--- config.mk ---
export PLATFORM = sky130hd
export DESIGN_NAME = rcp_calendar_power
export DESIGN_NICKNAME = d
export VERILOG_FILES = /design/src/hdl/rcp_pkg.sv /design/src/hdl/rcp_calendar_power.sv /design/src/hdl/rcp_sync3.sv
export SDC_FILE = /design/constraint.sdc
export NUM_CORES = 1
export LEC_CHECK = 0
export BUFFER_PORTS_ARGS = -buffer_cell sky130_fd_sc_hd__buf_2
export CAP_MARGIN = 20
export CORE_MARGIN = 1.5
export CORE_UTILIZATION = 40
export DETAILED_ROUTE_END_ITERATION = 10
export HOLD_SLACK_MARGIN = 0.12
export PLACE_DENSITY_LB_ADDON = 0.25
export SLEW_MARGIN = 20
export SYNTH_ARGS = -nofsm -noshare
export SYNTH_HDL_FRONTEND = slang
export SYNTH_SLANG_ARGS = --single-unit
--- constraint.sdc ---
create_clock -name pclk -period 3.2 [get_ports pclk]
set_input_delay 0.48 -clock pclk [delete_from_list [all_inputs] [get_ports pclk]]
set_output_delay 0.48 -clock pclk [all_outputs]
set_load 0.01 [all_outputs]
--- src/hdl/rcp_pkg.sv ---
// Purpose: Constants and types for the calendar counter and power monitor.
// Assumes: pclk at 100 MHz, crystal at 32.768 kHz sampled as a pin.
// Notes: Register offsets are byte addresses on a 32-bit APB slave.
//
// Overview of operation
// - Calendar fields advance from the seconds carried out of the counter.
// - Day of month wraps at each month's true length, February leap-aware.
// - Counter is 40 bits, with a 40-bit match register and a match flag.
// - Crystal is divided by 128 before the counter; bit 7 has 1 s period.
// - Core supply follows match, flag and pins; counter runs while core off.
// - Power-up request pin low, with power-down at zero, wakes the core by enabling its supply.
// - Power-down input at one switches the core supply off into standby.
// - Optional initial-state input picks supply on or off at power-up.
// - Match-wake signal shows counter equals match and may wake the core.
// - Core-valid output is one only while the core is functional.
// - Core power-up output is the inverse of the power-up request pin.
package rcp_pkg;

    // ----------------------------------------------------------------
    // Register map
    // ----------------------------------------------------------------
    localparam logic [7:0] CTRL_OFS = 8'h00;
    localparam logic [7:0] STATUS_OFS = 8'h04;
    localparam logic [7:0] COUNT_LO_OFS = 8'h08;
    localparam logic [7:0] COUNT_HI_OFS = 8'h0c;
    localparam logic [7:0] MATCH_LO_OFS = 8'h10;
    localparam logic [7:0] MATCH_HI_OFS = 8'h14;
    localparam logic [7:0] TIME_OFS = 8'h18;
    localparam logic [7:0] DATE_OFS = 8'h1c;
    localparam logic [7:0] IRQ_STATUS_OFS = 8'h20;
    localparam logic [7:0] IRQ_MASK_OFS = 8'h24;

    // ----------------------------------------------------------------
    // Field positions
    // ----------------------------------------------------------------
    localparam int CTRL_RUN_BIT = 0;
    localparam int CTRL_WAKE_EN_BIT = 1;
    localparam int IRQ_MATCH_BIT = 0;
    localparam int IRQ_SECOND_BIT = 1;
    localparam int IRQ_WAKE_BIT = 2;
    localparam int IRQ_SLEEP_BIT = 3;
    localparam int IRQ_WIDTH = 4;
    localparam int COUNT_WIDTH = 40;

    // ----------------------------------------------------------------
    // Reset values
    // ----------------------------------------------------------------
    localparam logic RUN_RESET = 1'b1;
    localparam logic WAKE_EN_RESET = 1'b0;
    localparam logic [3:0] IRQ_MASK_RESET = 4'h0;
    localparam logic [4:0] MDAY_RESET = 5'h01;
    localparam logic [3:0] MONTH_RESET = 4'h1;

    // ----------------------------------------------------------------
    // Timing
    // ----------------------------------------------------------------
    localparam int XTAL_FREQ_HZ = 32768;
    localparam int PRESCALE_DIV = 128;
    localparam logic [6:0] PRESCALE_LAST = 7'(PRESCALE_DIV - 1);
    localparam logic [7:0] SECOND_LAST = 8'(XTAL_FREQ_HZ / PRESCALE_DIV - 1);
    localparam logic [2:0] SETTLE_LAST = 3'h4;
    localparam logic [5:0] MINUTE_LAST = 6'h3b;
    localparam logic [4:0] HOUR_LAST = 5'h17;
    localparam logic [2:0] WDAY_LAST = 3'h6;
    localparam logic [3:0] MONTH_LAST = 4'hc;
    localparam logic [6:0] YEAR_LAST = 7'h63;

    // ----------------------------------------------------------------
    // Types
    // ----------------------------------------------------------------
    typedef enum logic [2:0]
    {
        pwr_start = 3'b001,
        pwr_off = 3'b010,
        pwr_on = 3'b100
    } rcp_pwr_type;

    typedef struct packed
    {
        logic s1;
        logic s2;
        logic s3;
        logic stable;
    } rcp_sync_type;

    typedef struct packed
    {
        rcp_pwr_type pwr;
        logic [2:0] settle;
        logic xtal_prev;
        logic [6:0] presc;
        logic [COUNT_WIDTH-1:0] count;
        logic [COUNT_WIDTH-1:0] match;
        logic match_hit;
        logic run;
        logic wake_en;
        logic [5:0] sec;
        logic [5:0] min;
        logic [4:0] hour;
        logic [2:0] wday;
        logic [4:0] mday;
        logic [3:0] mon;
        logic [6:0] year;
        logic [IRQ_WIDTH-1:0] irq_st;
        logic [IRQ_WIDTH-1:0] irq_mask;
        logic irq;
        logic [31:0] prdata;
        logic pready;
        logic pslverr;
        logic core_power_up;
        logic supply_en;
        logic valid;
    } rcp_state_type;

endpackage

--- src/hdl/rcp_calendar_power.sv ---
// Purpose: Always-on calendar counter with match wake and core power monitor.
// Assumes: APB master on pclk; crystal and power pins are asynchronous.
// Notes: The calendar is advanced by carries, not recomputed from the count.
module rcp_calendar_power
#(
    parameter bit USE_INITIAL_STATE = 1'b0
)
(
    input wire logic pclk, // System clock, 100 MHz.
    input wire logic presetn, // Asynchronous reset, active low.
    input wire logic psel, // APB select.
    input wire logic penable, // APB enable.
    input wire logic pwrite, // APB direction, high for write.
    input wire logic [7:0] paddr, // APB byte address.
    input wire logic [31:0] pwdata, // APB write data.
    output logic [31:0] prdata, // APB read data.
    output logic pready, // APB ready.
    output logic pslverr, // APB error for unmapped address.
    input wire logic xtal_clk, // Crystal clock pin, 32.768 kHz.
    input wire logic power_up_request_n, // Wake request pin, active low.
    input wire logic regulator_power_down, // Power-down input, high = off.
    input wire logic regulator_initial_state, // Start-up supply state.
    output logic core_supply_enable, // Regulator enable for the core.
    output logic core_logic_valid, // Core is functional.
    output logic core_power_up, // Inverse of the wake request pin.
    output logic counter_match_wake, // Counter equals match register.
    output logic irq // Level interrupt, high while unmasked event set.
);

    // ----------------------------------------------------------------
    // Pin synchronisers
    // ----------------------------------------------------------------
    logic xtal_s;
    logic pu_n_s;
    logic pd_s;
    logic init_s;

    rcp_sync3 #(.RESET_VALUE(1'b0)) xtal_sync
    (
        .pclk(pclk),
        .presetn(presetn),
        .async_in(xtal_clk),
        .sync_out(xtal_s)
    );

    // The request idles high, so reset to the idle level avoids a wake.
    rcp_sync3 #(.RESET_VALUE(1'b1)) pu_sync
    (
        .pclk(pclk),
        .presetn(presetn),
        .async_in(power_up_request_n),
        .sync_out(pu_n_s)
    );

    rcp_sync3 #(.RESET_VALUE(1'b0)) pd_sync
    (
        .pclk(pclk),
        .presetn(presetn),
        .async_in(regulator_power_down),
        .sync_out(pd_s)
    );

    rcp_sync3 #(.RESET_VALUE(1'b0)) init_sync
    (
        .pclk(pclk),
        .presetn(presetn),
        .async_in(regulator_initial_state),
        .sync_out(init_s)
    );

    // ----------------------------------------------------------------
    // Helpers
    // ----------------------------------------------------------------
    function automatic logic [4:0] month_days(input logic [3:0] m,
                                              input logic [6:0] y);
        logic [4:0] d;
        d = 5'h1f;
        case (m)
            4'h4, 4'h6, 4'h9, 4'hb: d = 5'h1e;
            4'h2: d = (y[1:0] == 2'h0) ? 5'h1d : 5'h1c;
            default: d = 5'h1f;
        endcase
        return d;
    endfunction

    rcp_pkg::rcp_state_type s;
    rcp_pkg::rcp_state_type next_s;

    logic xtal_rise;
    logic count_step;
    logic sec_tick;
    logic wr;
    logic setup;
    logic [rcp_pkg::IRQ_WIDTH-1:0] events;
    logic [rcp_pkg::IRQ_WIDTH-1:0] w1c;

    assign xtal_rise = xtal_s && !s.xtal_prev;
    assign count_step = xtal_rise && s.run
                        && (s.presc == rcp_pkg::PRESCALE_LAST);
    assign sec_tick = count_step && (s.count[7:0] == rcp_pkg::SECOND_LAST);
    assign wr = psel && penable && pwrite && s.pready;
    assign setup = psel && !penable;

    // ----------------------------------------------------------------
    // Next state
    // ----------------------------------------------------------------
    always_comb
    begin
        next_s = s;
        events = '0;
        w1c = '0;
        next_s.xtal_prev = xtal_s;

        // Prescaler and counter keep going in every power state.
        if (xtal_rise && s.run)
        begin
            next_s.presc = s.presc + 7'h01;
        end
        if (count_step)
        begin
            next_s.count = s.count + 40'h1;
        end

        // Seconds carry out of counter bit 7 and ripple up.
        if (sec_tick)
        begin
            events[rcp_pkg::IRQ_SECOND_BIT] = 1'b1;
            next_s.sec = s.sec + 6'h01;
            if (s.sec == rcp_pkg::MINUTE_LAST)
            begin
                next_s.sec = 6'h00;
                next_s.min = s.min + 6'h01;
                if (s.min == rcp_pkg::MINUTE_LAST)
                begin
                    next_s.min = 6'h00;
                    next_s.hour = s.hour + 5'h01;
                    if (s.hour == rcp_pkg::HOUR_LAST)
                    begin
                        next_s.hour = 5'h00;
                        next_s.wday = (s.wday == rcp_pkg::WDAY_LAST)
                                      ? 3'h0 : s.wday + 3'h1;
                        next_s.mday = s.mday + 5'h01;
                        if (s.mday >= month_days(s.mon, s.year))
                        begin
                            next_s.mday = 5'h01;
                            next_s.mon = s.mon + 4'h1;
                            if (s.mon == rcp_pkg::MONTH_LAST)
                            begin
                                next_s.mon = 4'h1;
                                next_s.year = (s.year == rcp_pkg::YEAR_LAST)
                                              ? 7'h00 : s.year + 7'h01;
                            end
                        end
                    end
                end
            end
        end

        // Match flag is a registered equality of count and match.
        next_s.match_hit = (s.count == s.match);
        if (next_s.match_hit && !s.match_hit)
        begin
            events[rcp_pkg::IRQ_MATCH_BIT] = 1'b1;
        end

        // Power monitor.
        case (s.pwr)
            rcp_pkg::pwr_start:
            begin
                // Wait for the synchronisers to settle before sampling.
                next_s.settle = s.settle + 3'h1;
                if (s.settle == rcp_pkg::SETTLE_LAST)
                begin
                    if (USE_INITIAL_STATE && !init_s)
                    begin
                        next_s.pwr = rcp_pkg::pwr_off;
                    end
                    else
                    begin
                        next_s.pwr = rcp_pkg::pwr_on;
                    end
                end
            end
            rcp_pkg::pwr_off:
            begin
                if (!pd_s && (!pu_n_s || (s.wake_en && s.match_hit)))
                begin
                    next_s.pwr = rcp_pkg::pwr_on;
                    events[rcp_pkg::IRQ_WAKE_BIT] = 1'b1;
                end
            end
            rcp_pkg::pwr_on:
            begin
                if (pd_s)
                begin
                    next_s.pwr = rcp_pkg::pwr_off;
                    events[rcp_pkg::IRQ_SLEEP_BIT] = 1'b1;
                end
            end
            default:
            begin
                next_s.pwr = rcp_pkg::pwr_start;
            end
        endcase
        next_s.supply_en = (next_s.pwr == rcp_pkg::pwr_on);
        // Valid lags the supply by a cycle and drops with it.
        next_s.valid = s.supply_en && (next_s.pwr == rcp_pkg::pwr_on);
        next_s.core_power_up = !pu_n_s;

        // Bus writes override the running values of the same cycle.
        if (wr)
        begin
            case (paddr)
                rcp_pkg::CTRL_OFS:
                begin
                    next_s.run = pwdata[rcp_pkg::CTRL_RUN_BIT];
                    next_s.wake_en = pwdata[rcp_pkg::CTRL_WAKE_EN_BIT];
                end
                rcp_pkg::COUNT_LO_OFS: next_s.count[31:0] = pwdata;
                rcp_pkg::COUNT_HI_OFS: next_s.count[39:32] = pwdata[7:0];
                rcp_pkg::MATCH_LO_OFS: next_s.match[31:0] = pwdata;
                rcp_pkg::MATCH_HI_OFS: next_s.match[39:32] = pwdata[7:0];
                rcp_pkg::TIME_OFS:
                begin
                    next_s.sec = pwdata[5:0];
                    next_s.min = pwdata[13:8];
                    next_s.hour = pwdata[20:16];
                    next_s.wday = pwdata[26:24];
                end
                rcp_pkg::DATE_OFS:
                begin
                    next_s.mday = pwdata[4:0];
                    next_s.mon = pwdata[11:8];
                    next_s.year = pwdata[22:16];
                end
                rcp_pkg::IRQ_STATUS_OFS: w1c = pwdata[3:0];
                rcp_pkg::IRQ_MASK_OFS: next_s.irq_mask = pwdata[3:0];
                default:
                begin
                end
            endcase
        end
        // A new event in the clearing cycle stays set.
        next_s.irq_st = (s.irq_st & ~w1c) | events;
        next_s.irq = |(next_s.irq_st & next_s.irq_mask);

        // Zero-wait slave: data and ready are prepared in the setup cycle.
        next_s.pready = setup;
        next_s.pslverr = 1'b0;
        next_s.prdata = 32'h0;
        if (setup)
        begin
            case (paddr)
                rcp_pkg::CTRL_OFS:
                    next_s.prdata = {30'h0, s.wake_en, s.run};
                rcp_pkg::STATUS_OFS:
                    next_s.prdata = {28'h0, !pu_n_s, s.valid,
                                     s.supply_en, s.match_hit};
                rcp_pkg::COUNT_LO_OFS: next_s.prdata = s.count[31:0];
                rcp_pkg::COUNT_HI_OFS: next_s.prdata = {24'h0, s.count[39:32]};
                rcp_pkg::MATCH_LO_OFS: next_s.prdata = s.match[31:0];
                rcp_pkg::MATCH_HI_OFS: next_s.prdata = {24'h0, s.match[39:32]};
                rcp_pkg::TIME_OFS:
                    next_s.prdata = {5'h0, s.wday, 3'h0, s.hour,
                                     2'h0, s.min, 2'h0, s.sec};
                rcp_pkg::DATE_OFS:
                    next_s.prdata = {9'h0, s.year, 4'h0, s.mon,
                                     3'h0, s.mday};
                rcp_pkg::IRQ_STATUS_OFS: next_s.prdata = {28'h0, s.irq_st};
                rcp_pkg::IRQ_MASK_OFS: next_s.prdata = {28'h0, s.irq_mask};
                default: next_s.pslverr = 1'b1;
            endcase
        end
    end

    // ----------------------------------------------------------------
    // State register
    // ----------------------------------------------------------------
    always_ff @(posedge pclk or negedge presetn)
    begin
        if (!presetn)
        begin
            s <= '0;
            s.pwr <= rcp_pkg::pwr_start;
            s.run <= rcp_pkg::RUN_RESET;
            s.wake_en <= rcp_pkg::WAKE_EN_RESET;
            s.irq_mask <= rcp_pkg::IRQ_MASK_RESET;
            s.mday <= rcp_pkg::MDAY_RESET;
            s.mon <= rcp_pkg::MONTH_RESET;
        end
        else
        begin
            s <= next_s;
        end
    end

    assign prdata = s.prdata;
    assign pready = s.pready;
    assign pslverr = s.pslverr;
    assign core_supply_enable = s.supply_en;
    assign core_logic_valid = s.valid;
    assign core_power_up = s.core_power_up;
    assign counter_match_wake = s.match_hit;
    assign irq = s.irq;

    logic wr_count;
    logic wr_date;
    assign wr_count = wr && (paddr == rcp_pkg::COUNT_LO_OFS
                             || paddr == rcp_pkg::COUNT_HI_OFS);
    assign wr_date = wr && (paddr == rcp_pkg::DATE_OFS
                            || paddr == rcp_pkg::TIME_OFS);
endmodule

--- src/hdl/rcp_sync3.sv ---
// Purpose: Three-stage pin synchroniser with agreement filter.
// Assumes: async_in may change at any time relative to pclk.
// Notes: The filtered level only moves when stages two and three agree.
module rcp_sync3
#(
    parameter logic RESET_VALUE = 1'b0
)
(
    input wire logic pclk, // System clock.
    input wire logic presetn, // Asynchronous reset, active low.
    input wire logic async_in, // Pin level from outside the domain.
    output logic sync_out // Filtered level.
);

    rcp_pkg::rcp_sync_type s;
    rcp_pkg::rcp_sync_type next_s;

    always_comb
    begin
        next_s = s;
        next_s.s1 = async_in;
        next_s.s2 = s.s1;
        next_s.s3 = s.s2;
        if (s.s2 == s.s3)
        begin
            next_s.stable = s.s3;
        end
    end

    always_ff @(posedge pclk or negedge presetn)
    begin
        if (!presetn)
        begin
            s <= '{RESET_VALUE, RESET_VALUE, RESET_VALUE, RESET_VALUE};
        end
        else
        begin
            s <= next_s;
        end
    end

    assign sync_out = s.stable;

endmodule

Word-level counts from Yosys, hierarchy flattened
Cells that the tools add are included.
- $add $sub $neg: 10
- multipliers: 0
- divide/modulo/power cells: 0
- magnitude comparators: 1
- equal/unequal tests: 31
- shifts and indexed selects: 0
- mux-type cells: 41
- bitwise gates (word level): 4
- reduce and logical (&&, ||, !) cells: 26
- operators by type and width (operator ; count):
    $pmux W32 S10 ; 1
    $mux W36 ; 3
    $mux W32 ; 3
    $mux W80 ; 1
    $add A40 B1 Y40 const B ; 1
    $eq A40 B40 Y1 ; 1
    $mux W40 ; 1
    $eq A8 B5 Y1 const B ; 4
    $mux W16 ; 2
    $mux W30 ; 1
    $mux W24 ; 1
    $mux W20 ; 1
    $mux W5 ; 4
    $eq A8 B4 Y1 const B ; 2
    $eq A8 B6 Y1 const B ; 2
    $mux W4 ; 4
    $mux W8 ; 2
    $add A7 B1 Y7 const B ; 2
    $eq A7 B7 Y1 const B ; 2
    $add A6 B1 Y6 const B ; 2
    $eq A3 B3 Y1 const B ; 4
    $eq A4 B4 Y1 const B ; 3
    $eq A6 B6 Y1 const B ; 2
    $logic_and A1 B1 Y1 ; 12
    other kinds (28) ; 52
- bits in registers: 191
- latch bits: 0
- bits in writable memories: 0
- memory bits (read-only): 0
- input port bits: 49
- output and inout port bits: 39
- word-level logic and storage cells: 151
- memories kept: 0

Longest topological paths before layout
Gate-level depths: netlist of run 1.
- depth after elaboration: 15
- gate-level depth with buffers: 12
- depth with buffers taken out: 12

Hierarchy
Synthesis of run 1 repeated with hierarchy kept, for this count alone.
- cells, all modules: 1045
- area total of the unflattened synthesis: 10208.5 um^2
- by module, submodules not included (module ; times used ; cells each ; area each (um^2) ; seq. area each (um^2)):
    rcp_calendar_power ; 1 ; 1030 ; 9869.5 ; 4484.3
    rcp_sync3 (pd_sync ...) ; 2 ; 5 ; 111.4 ; 100.1
    rcp_sync3 (pu_sync) ; 1 ; 5 ; 116.4 ; 105.1

Worst setup path before layout of run 1
OpenSTA, ideal clock, no wires.
- path type: register to register
- from: reg s[53] (netlist name)
- to: reg s[46] (netlist name)
- setup time: 0.134 ns
- data arrival time: 2.421 ns
- required time: 3.066 ns
- setup slack: 0.644 ns
- stages on the path, launching flop included: 13
- path buffers: 0
- clock period less this slack: 2.556 ns
- cells stage by stage: dfstp_2 > inv_1 > ha_1 > o21ai_0 > o21ai_0 > o21ai_0 > ha_1 > nand2b_1 > a21o_1 > nand2_1 > or3_1 > mux2i_1 > o21ai_0
- RTL lines (element ; line ; text):
    from (decl) ; rcp_calendar_power.sv:86 ; rcp_pkg::rcp_state_type s;
    from (signal assigned) ; rcp_calendar_power.sv:293 ; s <= next_s;

==> results.md, run 1 <==
- Ys flop type: dfrtp_1
- Overall routing resource usage: approximately 22%
- Per-cell routed wire length: just over 20 um
- Hpwl dp: around 21 mm
- Crit-path most repeated cell: o21ai_0
- Io pins: just under 90
- Starting density of the core: between 40% and 50%
- Psw: 1305 uW
- Row cnt: 58
- Pleak: around 0.005 uW
- Post-Route Setup TNS: 0 ps
- Final setup violation count: 0
- Most common cell after layout, fill and taps aside: dfrtp_1
- Power Internal: between 3000 and 4000 uW
- RSZ-0062 raised after global routing: false
- Detail-routed via count per cell: between 5 and 6
- Worst hold path class: in -> reg
- Die span in y: 163.1 um
- Yosys warning count: 0
- Clock share of power: between 40% and 50%
- Hold Slack: 144.4 ps
- Largest fanout on the critical path: 8
- CP max stage delay: between 500 and 600 ps
- # nets final: about 1,100
- Post-DRT Antenna Nets: 0
- CTS tree: yes
- Final setup margin: slightly above 300 ps
- CTS buffer count: 17
- Cells after DPL: around 1,400
- Htree depth: 4
- Synth Area in XOR/XNOR: between 7 and 8%
- Root Buffer: clkbuf_16
- Post-Route WL: slightly below 30 mm
- Synth Area in Compound Gates: around 13%
- Storage cell area: 4790 um2
- GRT overflow: 0
- Core outline area: around 25,000 um2
- Multiplexer share of the synthesized area: 6.540%
- Vias in the first global route: about 7,800
- Yosys cell types: 69
- Initial antenna violation count: 0
- DRT Pass-1 Iters: 8
- Logic gate share of total power: under 10%
- Register area share after synthesis: a little under half
- Maximum VDD drop: between 0.3 and 0.4 mV
- CP startpoint kind: flop
- CTS clock-pin slew for the worst setup and hold paths: 80 ps
- Post-synth EDFFs: 0
- # diodes: 0
- Post-CTS Setup Repair Bufs: 0
- Synth top area share: 44.66%
- Vias: 8,084
- Syn nets: 1,089
- Place WS: about 320 ps
- Synthesis-to-finish area growth: 11.84%
- Pwr Total: 5107 uW
- Minimum clock period: 2892 ps
- Share of layout cells above drive strength 1: 21.00%
- Post-Synth Adder-Cell Area: roughly 2.2%
- Drt drc: 0
- Outcome: complete, no violations
- Master of the slowest instance on the critical path: dfstp_2
- CTS sink count: between 150 and 200
- Fmax: 345.8 MHz
- First-pass GRT wire length: around 45 mm
- CTS max path bufs: 2
- Sequential power share: approximately 50%
- CP endpoint kind: flop
- Syn_area_per_cell: 10.01 um2
- Post-synthesis simple-gate area fraction: between 10% and 20%
- Slew Viols, Final: 0
- Area contributors post-synth: dfrtp_1 (45%), mux2_2 (5.3%), xnor2_1 (5.0%)
- Max_slew headroom: between 50% and 60%
- Dominant cell type by area after synthesis: dfrtp_1
- Latest clock arrival within the worst-skew pair: about 440 ps
- Highest-count cells in the layout ignoring fill and taps: dfrtp_1 (183), nor2_1 (100), buf_2 (85), nand2_1 (83), a21oi_1 (68)
- Routability cong.: roughly 0.86
- CP required: between 3000 and 4000 ps
- Max-cap check violation count: 0
- Slew @ Worst Pin: 680.2 ps
- Worst Skew: approximately 12 ps
- Pwr dens: 445.3 nW/um2
- Yosys reg bits: around 190
- Largest net degree at the start of global routing: 76
- Fill count: 2,383
- Crit Path Category: reg -> reg
- Largest family of logic cells by synthesized area: simple AND/OR/NAND/NOR gates
- Final period util: roughly 90%
- Final Hold Vio Count: 0
- Area of the multi-input gates: 4925 um2
- DRT iter0 DRCs: between 900 and 1,000
- Syn Inst Count: about 1,000
- Critical path cell sequence: inv_1 -> ha_1 -> o21ai_0 -> o21ai_0 -> o21ai_0 -> ha_1 -> nand2b_1 -> a21o_1 -> nand2_1 -> or3_1 -> mux2i_1 -> o21ai_0
- Post-CTS sizing: 0
- Die Span X: about 160 um
- Sw frac: ~26%
- Async SR Flop Fraction: 100.0%
- Cell Area, Synth: ~10,000 um2
- Data arrival, critical path: ~3200 ps
- Post-Layout Cell Count: approximately 1,400
- Port bufs: 86
- Die area: 26,610 um2
## metal layers
metal	GRT usage, %	part of all wire [%]	up-vias
met4	8.841	2.9	0
met2	35.11	47	301
met3	4.038	6.8	45
li1	-	-	3740
met5	0	0	-
met1	30.56	44	3998
## power groups by stage
stage | Combinational, uW | Clock (uW) | Sequential [uW]
floorplan | 192 | 0 | 2570
global placement | 351 | 0 | 2590
detailed placement | 357 | 0 | 2590
CTS | 361 | 2250 | 2550
global route | 396 | 2340 | 2560
finish | 357 | 2200 | 2550
## logic make-up (layout without fill, tap and decap cells)
| kind of cell | count (synthesis) | count (layout) |
|---|---|---|
| AO/OA/AOI/OAI | 204 | 204 |
| XOR/XNOR | 89 | 89 |
| adder cells (fa/ha/maj) | 19 | 19 |
| buffers and inverters | 106 | 163 |
| flip-flops | 191 | 191 |
| multiplexers | 61 | 61 |
| AND/OR/NAND/NOR | 354 | 354 |
## layout make-up
type	count	share of cell area, %
Clock inverter	14	1.506
Tap cell	330	3.600
Clock buffer	18	3.742
Timing Repair Buffer	113	5.859
Multi-Input combinational cell	727	42.94
Sequential cell	191	41.76
Inverter	18	0.5891
## worst paths after layout
kind,cells past startpoint,to,startpoint,slack [ps]
worst max-delay path,12,s[46],s[53],310
worst max register to register,12,s[46],s[53],310
min in group asynchronous,2,s[66],presetn,610
worst min register to register,0,pd_sync.next_s[1],pd_sync.next_s[2],350
max in group asynchronous,3,s[105],presetn,1760
worst min-delay path,1,pd_sync.next_s[2],regulator_power_down,140
## repair_timing
action | 4_1_cts | 5_1_grt
endpoints found under the setup margin | 0 | 0
hold buffers | 2 | 0
hold endpoints to repair | 61 | 0
## cells in the mapped netlist, drive strengths merged (5+ instances only)
cell	n
mux2	48
nand4	35
nor2	103
buf	56
o31ai	6
nor3b	5
a31oi	24
nand3	36
nand2	84
and3	12
clkbuf	32
mux2i	13
dfstp	8
nand2b	5
o21ai	40
inv	18
xor2	31
xnor2	58
nor4	12
nor3	22
dfrtp	183
ha	16
a222oi	17
and4	5
and2	7
a21oi	68
or3	6
a22oi	20
## registers in the layout, summed over array words and instances (netlist names)
| signal | count |
|---|---|
| core_logic_valid | 1 |
| core_power_up | 1 |
| core_supply_enable | 1 |
| counter_match_wake | 1 |
| irq | 1 |
| pd_sync.next_s | 2 |
| pd_sync.s | 1 |
| pd_sync.sync_out | 1 |
| prdata | 32 |
| pready | 1 |
| pslverr | 1 |
| pu_sync.next_s | 2 |
| pu_sync.s | 1 |
| pu_sync.sync_out | 1 |
| s | 140 |
| xtal_sync.next_s | 2 |
| xtal_sync.s | 1 |
| xtal_sync.sync_out | 1 |
## critical path: cells and delay by family, from the launching register on
family                   cells  cell delay [ps]
AO/OA/AOI/OAI                5              740
adder cells (fa/ha/maj)      2              490
buffers and inverters        1               90
flip-flops                   1              590
multiplexers                 1              190
AND/OR/NAND/NOR              3              680
## metrics by stage
step                      utilization, %  area [um2]
after CTS                          45.54       11470
after global placement             43.07       10850
final                              45.54       11470
after detailed placement           43.07       10850
after global routing               45.54       11470
after floorplan                        -       10250
Note: power is estimated with default switching activity, not from simulation.
==> run 2: changes to the inputs <==
==> constraint.sdc (replaced) <==
create_clock -name pclk -period 3.2 [get_ports pclk]
set_input_delay 0.32 -clock pclk [delete_from_list [all_inputs] [get_ports pclk]]
set_output_delay 0.32 -clock pclk [all_outputs]
set_load 0.01 [all_outputs]
==> results.md, run 2 (synthesis results as in run 1) <==
- Outcome: complete, no violations
- Logic gate share of total power: under 10%
- Highest-count cells in the layout ignoring fill and taps: dfrtp_1 (183), nor2_1 (100), buf_2 (85), nand2_1 (83), a21oi_1 (68)
- Finished layout cell area: 11,510 um2
- Final setup violation count: 0
- Slew @ Worst Pin: between 600 and 700 ps
- GR Util met3: 3.936%
- GR peak layer: met2
- Cells after DPL: around 1,400
- Post-layout util: 45.71%
- Routability cong.: 0.8471
- Crit path max-delay family: compound AO/OA/AOI/OAI gates
- Initial antenna violation count: 1
- Clock share of power: between 40% and 50%
- Overall routing resource usage: 22.75%
- Met2 usage: 36.71%
- Vias in the first global route: 7,903
- Htree depth: 4
- Top reg by flops: s
- Root Buffer: clkbuf_16
- Port bufs: 86
- CTS sink count: around 190
- Worst Skew: roughly 17 ps
- Post-DRT Antenna Nets: 0
- Maximum VDD drop: ~0.34 mV
- CTS clock-pin slew for the worst setup and hold paths: 80 ps
- CP endpoint kind: flop
- Row cnt: just under 60
- Worst hold path class: in -> reg
- Final setup margin: roughly 250 ps
- DRT Pass-1 Iters: 6
- CP max stage delay: 590 ps
- Per-cell routed wire length: slightly above 20 um
- RSZ-0062 raised after global routing: false
- Pleak: between 0.004 and 0.005 uW
- DP Area: about 11,000 um2
- Vias: around 8,000
- # diodes: 0
- Post-Layout Cell Count: 1,419
- Buf+Inv Stages, Crit Path: 1
- Drt drc: 0
- Critical path cell sequence: inv_1 -> ha_1 -> o21ai_0 -> o21ai_0 -> o21ai_0 -> ha_1 -> nand2b_1 -> a21o_1 -> nand2_1 -> or3_1 -> mux2i_1 -> o21ai_0
- Data arrival, critical path: roughly 3300 ps
- # nets final: approximately 1,100
- Share of layout cells above drive strength 1: 20.75%
- Final period util: around 92%
- Crit-path most repeated cell: o21ai_0
- Sw frac: a little over a quarter
- DRT iter0 DRCs: between 800 and 900
- Slew Viols, Final: 0
- Core outline area: around 25,000 um2
- Latest clock arrival within the worst-skew pair: between 400 and 500 ps
- Sequential power share: about 50%
- Master of the slowest instance on the critical path: dfstp_2
- Io pins: around 90
- Hpwl dp: between 20 and 25 mm
- CP required: 3540 ps
- Fill count: 2,378
- Die span in y: roughly 160 um
- CP startpoint kind: flop
- Post-CTS Setup Repair Bufs: 0
- Largest net degree at the start of global routing: 72
- Die area: roughly 27,000 um2
- GRT overflow: 0
- Max_slew headroom: 54.72%
- Post-Route Setup TNS: 0 ps
- Largest fanout on the critical path: 8
- CTS max path bufs: 2
- Power Internal: about 3700 uW
- Most common cell after layout, fill and taps aside: dfrtp_1
- Post-Route WL: ~29 mm
- Max-cap check violation count: 0
- Post-CTS sizing: 0
- Psw: roughly 1300 uW
- Met1 usage: 30.75%
- Hold buffer count at CTS: 11
- Synthesis-to-finish area growth: 12.25%
- Crit Path Category: reg -> reg
- Starting density of the core: about two fifths
- Die Span X: between 150 and 200 um
- Number of flip-flops in the largest register: between 100 and 150
- Pwr dens: 438.9 nW/um2
- Detail-routed via count per cell: between 5 and 6
- First-pass GRT wire length: 45.51 mm
- CTS buffer count: 17
- Minimum clock period: 2947 ps
- Place WS: between 200 and 300 ps
- CTS tree: yes
- Fmax: 339.4 MHz
- Final Hold Vio Count: 0
-- run 2: cell types whose count changed in the layout (fill, tap and decap cells not counted) --
cell / previous run / this run
inv_8: 4 / 3
clkinv_2: 0 / 1
inv_6: 3 / 5
clkinv_4: 3 / 2
buf_12: 2 / 1
dlygate4sd3_1: 2 / 11
bufinv_16: 2 / 1
-- run 2: final cells by class --
cell class | instances | area, um2 | share of cell area (%)
Clock buffer | 18 | 429.2 | 3.728
Tap cell | 330 | 412.9 | 3.587
Timing Repair Buffer | 121 | 742.0 | 6.446
Inverter | 18 | 67.56 | 0.5870
Clock inverter | 14 | 145.1 | 1.261
Multi-Input combinational cell | 727 | 4925 | 42.78
Sequential cell | 191 | 4790 | 41.61
-- run 2: final timing paths --
| check | start | to | slack [ps] | cells after the start |
|---|---|---|---|---|
| max | s[53] | s[46] | 250 | 12 |
| min | pwdata[8] | s[53] | 130 | 3 |
| max reg2reg | s[53] | s[46] | 250 | 12 |
| min reg2reg | pd_sync.next_s[2] | pd_sync.next_s[1] | 350 | 0 |
| max in group asynchronous | presetn | s[83] | 1910 | 3 |
| min in group asynchronous | presetn | s[50] | 440 | 2 |
-- run 2: tightest hold or removal path, cell delays in order --
cell and delay, ps:
buf_2 130, nand2_1 50, o21ai_0 60
-- run 2: power groups by stage --
stage                     clock network (uW)  logic [uW]  registers (uW)
after floorplan                            0         192            2570
after global placement                     0         354            2590
after detailed placement                   0         358            2590
after CTS                               2180         372            2540
after global routing                    2280         413            2560
final                                   2140         366            2540
-- run 2: per-stage QoR --
stage | total power, uW | hold WS [ps]
after floorplan | 2762 | 24.41
after global placement | 2943 | 335.3
after detailed placement | 2950 | 338.1
after CTS | 5099 | 122.8
after global routing | 5248 | 136.4
final | 5052 | 130.2
-- run 2: routing by layer --
layer,up-vias,wire [um],share of wire [%]
met2,300,13700,47
met4,2,728,2.5
met3,50,1752,6.0
met5,-,12,0.041
li1,3758,-,-
met1,4041,12970,44
==> run 3: changes to the inputs <==
CELL_PAD_IN_SITES_DETAIL_PLACEMENT = 1   (was default)
CELL_PAD_IN_SITES_GLOBAL_PLACEMENT = 1   (was default)
CORE_MARGIN = default   (was 1.5)
==> results.md, run 3 (synthesis results as in run 1) <==
- CTS sink count: roughly 190
- Share of layout cells above drive strength 1: 20.88%
- Worst Skew: 14.00 ps
- Initial antenna violation count: 0
- Per-cell routed wire length: 22.12 um
- Post-Route WL: 31.34 mm
- Cells after DPL: around 1,400
- Vias in the first global route: approximately 8,500
- Core outline area: around 25,000 um2
- # nets final: ~1,100
- Detail-routed via count per cell: roughly 5.8
- Final Hold Vio Count: 0
- Latest clock arrival within the worst-skew pair: approximately 440 ps
- Post-Layout Cell Count: approximately 1,400
- R2R Path Start: s[53]
- Vias: about 8,000
- Final period util: around nine tenths
- Setup crit start: s[53]
- Top reg by flops: s
- Io pins: between 80 and 90
- CTS buffer count: 17
- Post-DRT Antenna Nets: 0
- Hold endpoint: s[112]
- CTS clock-pin slew for the worst setup and hold paths: roughly 70 ps
- CP startpoint kind: flop
- Largest fanout on the critical path: 8
- Most common cell after layout, fill and taps aside: dfrtp_1
- Highest-count cells in the layout ignoring fill and taps: dfrtp_1 (183), nor2_1 (100), buf_2 (85), nand2_1 (83), a21oi_1 (68)
- Pwr dens: 460.5 nW/um2
- GRT overflow: 0
- Finished layout cell area: around 12,000 um2
- Overall routing resource usage: 24.95%
- Fill count: approximately 2,800
- R2r worst-path depth: 12
- Post-CTS Setup Repair Bufs: 0
- RSZ-0062 raised after global routing: false
- Slew Viols, Final: 0
- Root Buffer: clkbuf_16
- Die Span X: 162.1 um
- Maximum VDD drop: between 0.3 and 0.4 mV
- Worst hold path class: in -> reg
- Crit Path Category: reg -> reg
- # diodes: 0
- Area of the multi-input gates: 4925 um2
- Worst Hold Depth: 2
- Slew @ Worst Pin: 885.4 ps
- Routability cong.: 0.8565
- DP Area: 10,840 um2
- Max_slew headroom: between 40% and 50%
- Hpwl dp: ~22 mm
- First-pass GRT wire length: 49.47 mm
- Outcome: complete, no violations
- Die area: 26,280 um2
- Final setup violation count: 0
- DRT Pass-1 Iters: 7
- DRT iter0 DRCs: 528
- Pleak: between 0.004 and 0.005 uW
- Post-Route Setup TNS: 0 ps
- Htree depth: 4
- CP required: between 3000 and 4000 ps
- Synthesis-to-finish area growth: 12.77%
- FF-to-FF setup slack: approximately 300 ps
- CTS tree: yes
- Die span in y: 162.1 um
- RR Endpoint: s[46]
- Largest net degree at the start of global routing: between 100 and 150
- Drt drc: 0
- Port bufs: 86
- Storage cell area: approximately 4800 um2
- Data arrival, critical path: ~3200 ps
- Max-cap check violation count: 0
- HP Start: pwdata[27]
- Fmax: around 340 MHz
- Row cnt: 58
- Number of flip-flops in the largest register: 140
- CTS max path bufs: 2
- Post-CTS sizing: 0
- CP endpoint kind: flop
- Starting density of the core: 40.72%
- Minimum clock period: about 2900 ps
## run 3: cell count changes in the layout (fill, tap and decap cells not counted), moves of 2 or more
cell	previous run	this run
buf_4	23	25
bufinv_16	1	5
dlygate4sd3_1	11	7
inv_6	5	3
inv_8	3	0
## run 3: worst max path at each step
stage / endpoint / slack [ps] / cells after the start
floorplan: s[46] / 640 / 12
global placement: s[46] / 350 / 12
detailed placement: s[46] / 300 / 12
CTS: s[46] / 280 / 12
global route: s[46] / 40 / 12
finish: s[46] / 300 / 12
## run 3: area by class of cell
cell class | instances | share of cell area, %
Clock buffer | 20 | 3.862
Clock inverter | 12 | 1.785
Inverter | 18 | 0.5842
Multi-Input combinational cell | 727 | 42.58
Sequential cell | 191 | 41.42
Tap cell | 330 | 3.570
Timing Repair Buffer | 119 | 6.199
## run 3: routing by layer
| layer | global-route usage, % | vias up | part of all wire (%) |
|---|---|---|---|
| met2 | 40.73 | 228 | 47 |
| met5 | 0 | - | 0 |
| met4 | 8.276 | 0 | 2.4 |
| li1 | - | 3746 | - |
| met3 | 4.571 | 51 | 4.5 |
| met1 | 33.32 | 4158 | 46 |
## run 3: what timing repair did
action / in CTS / in global routing
endpoints found under the hold margin: 106 / 0
hold buffers: 7 / 0
endpoints found under the setup margin: 0 / 0
## run 3: worst max-delay path, cell delays in order, from the launching register on
cell	delay, ps
dfstp_2	590
inv_1	90
ha_1	240
o21ai_0	160
o21ai_0	100
o21ai_0	160
ha_1	240
nand2b_1	160
a21o_1	200
nand2_1	270
or3_1	280
mux2i_1	200
o21ai_0	80
## run 3: report_power, final
group,switching (uW),internal (uW)
combinational,230,135
clock,991,1420
sequential,62.9,2490
## run 3: per-stage QoR
stage	util [%]	setup WS [ps]	hold slack (ps)	power, uW
after floorplan	-	644.5	24.41	2762
after global placement	43.05	350.9	333.7	2942
after detailed placement	43.05	302.7	337.2	2961
after CTS	45.93	280.9	124.6	5378
after global routing	45.93	44.72	127.9	5522
final	45.93	300.9	132.8	5325
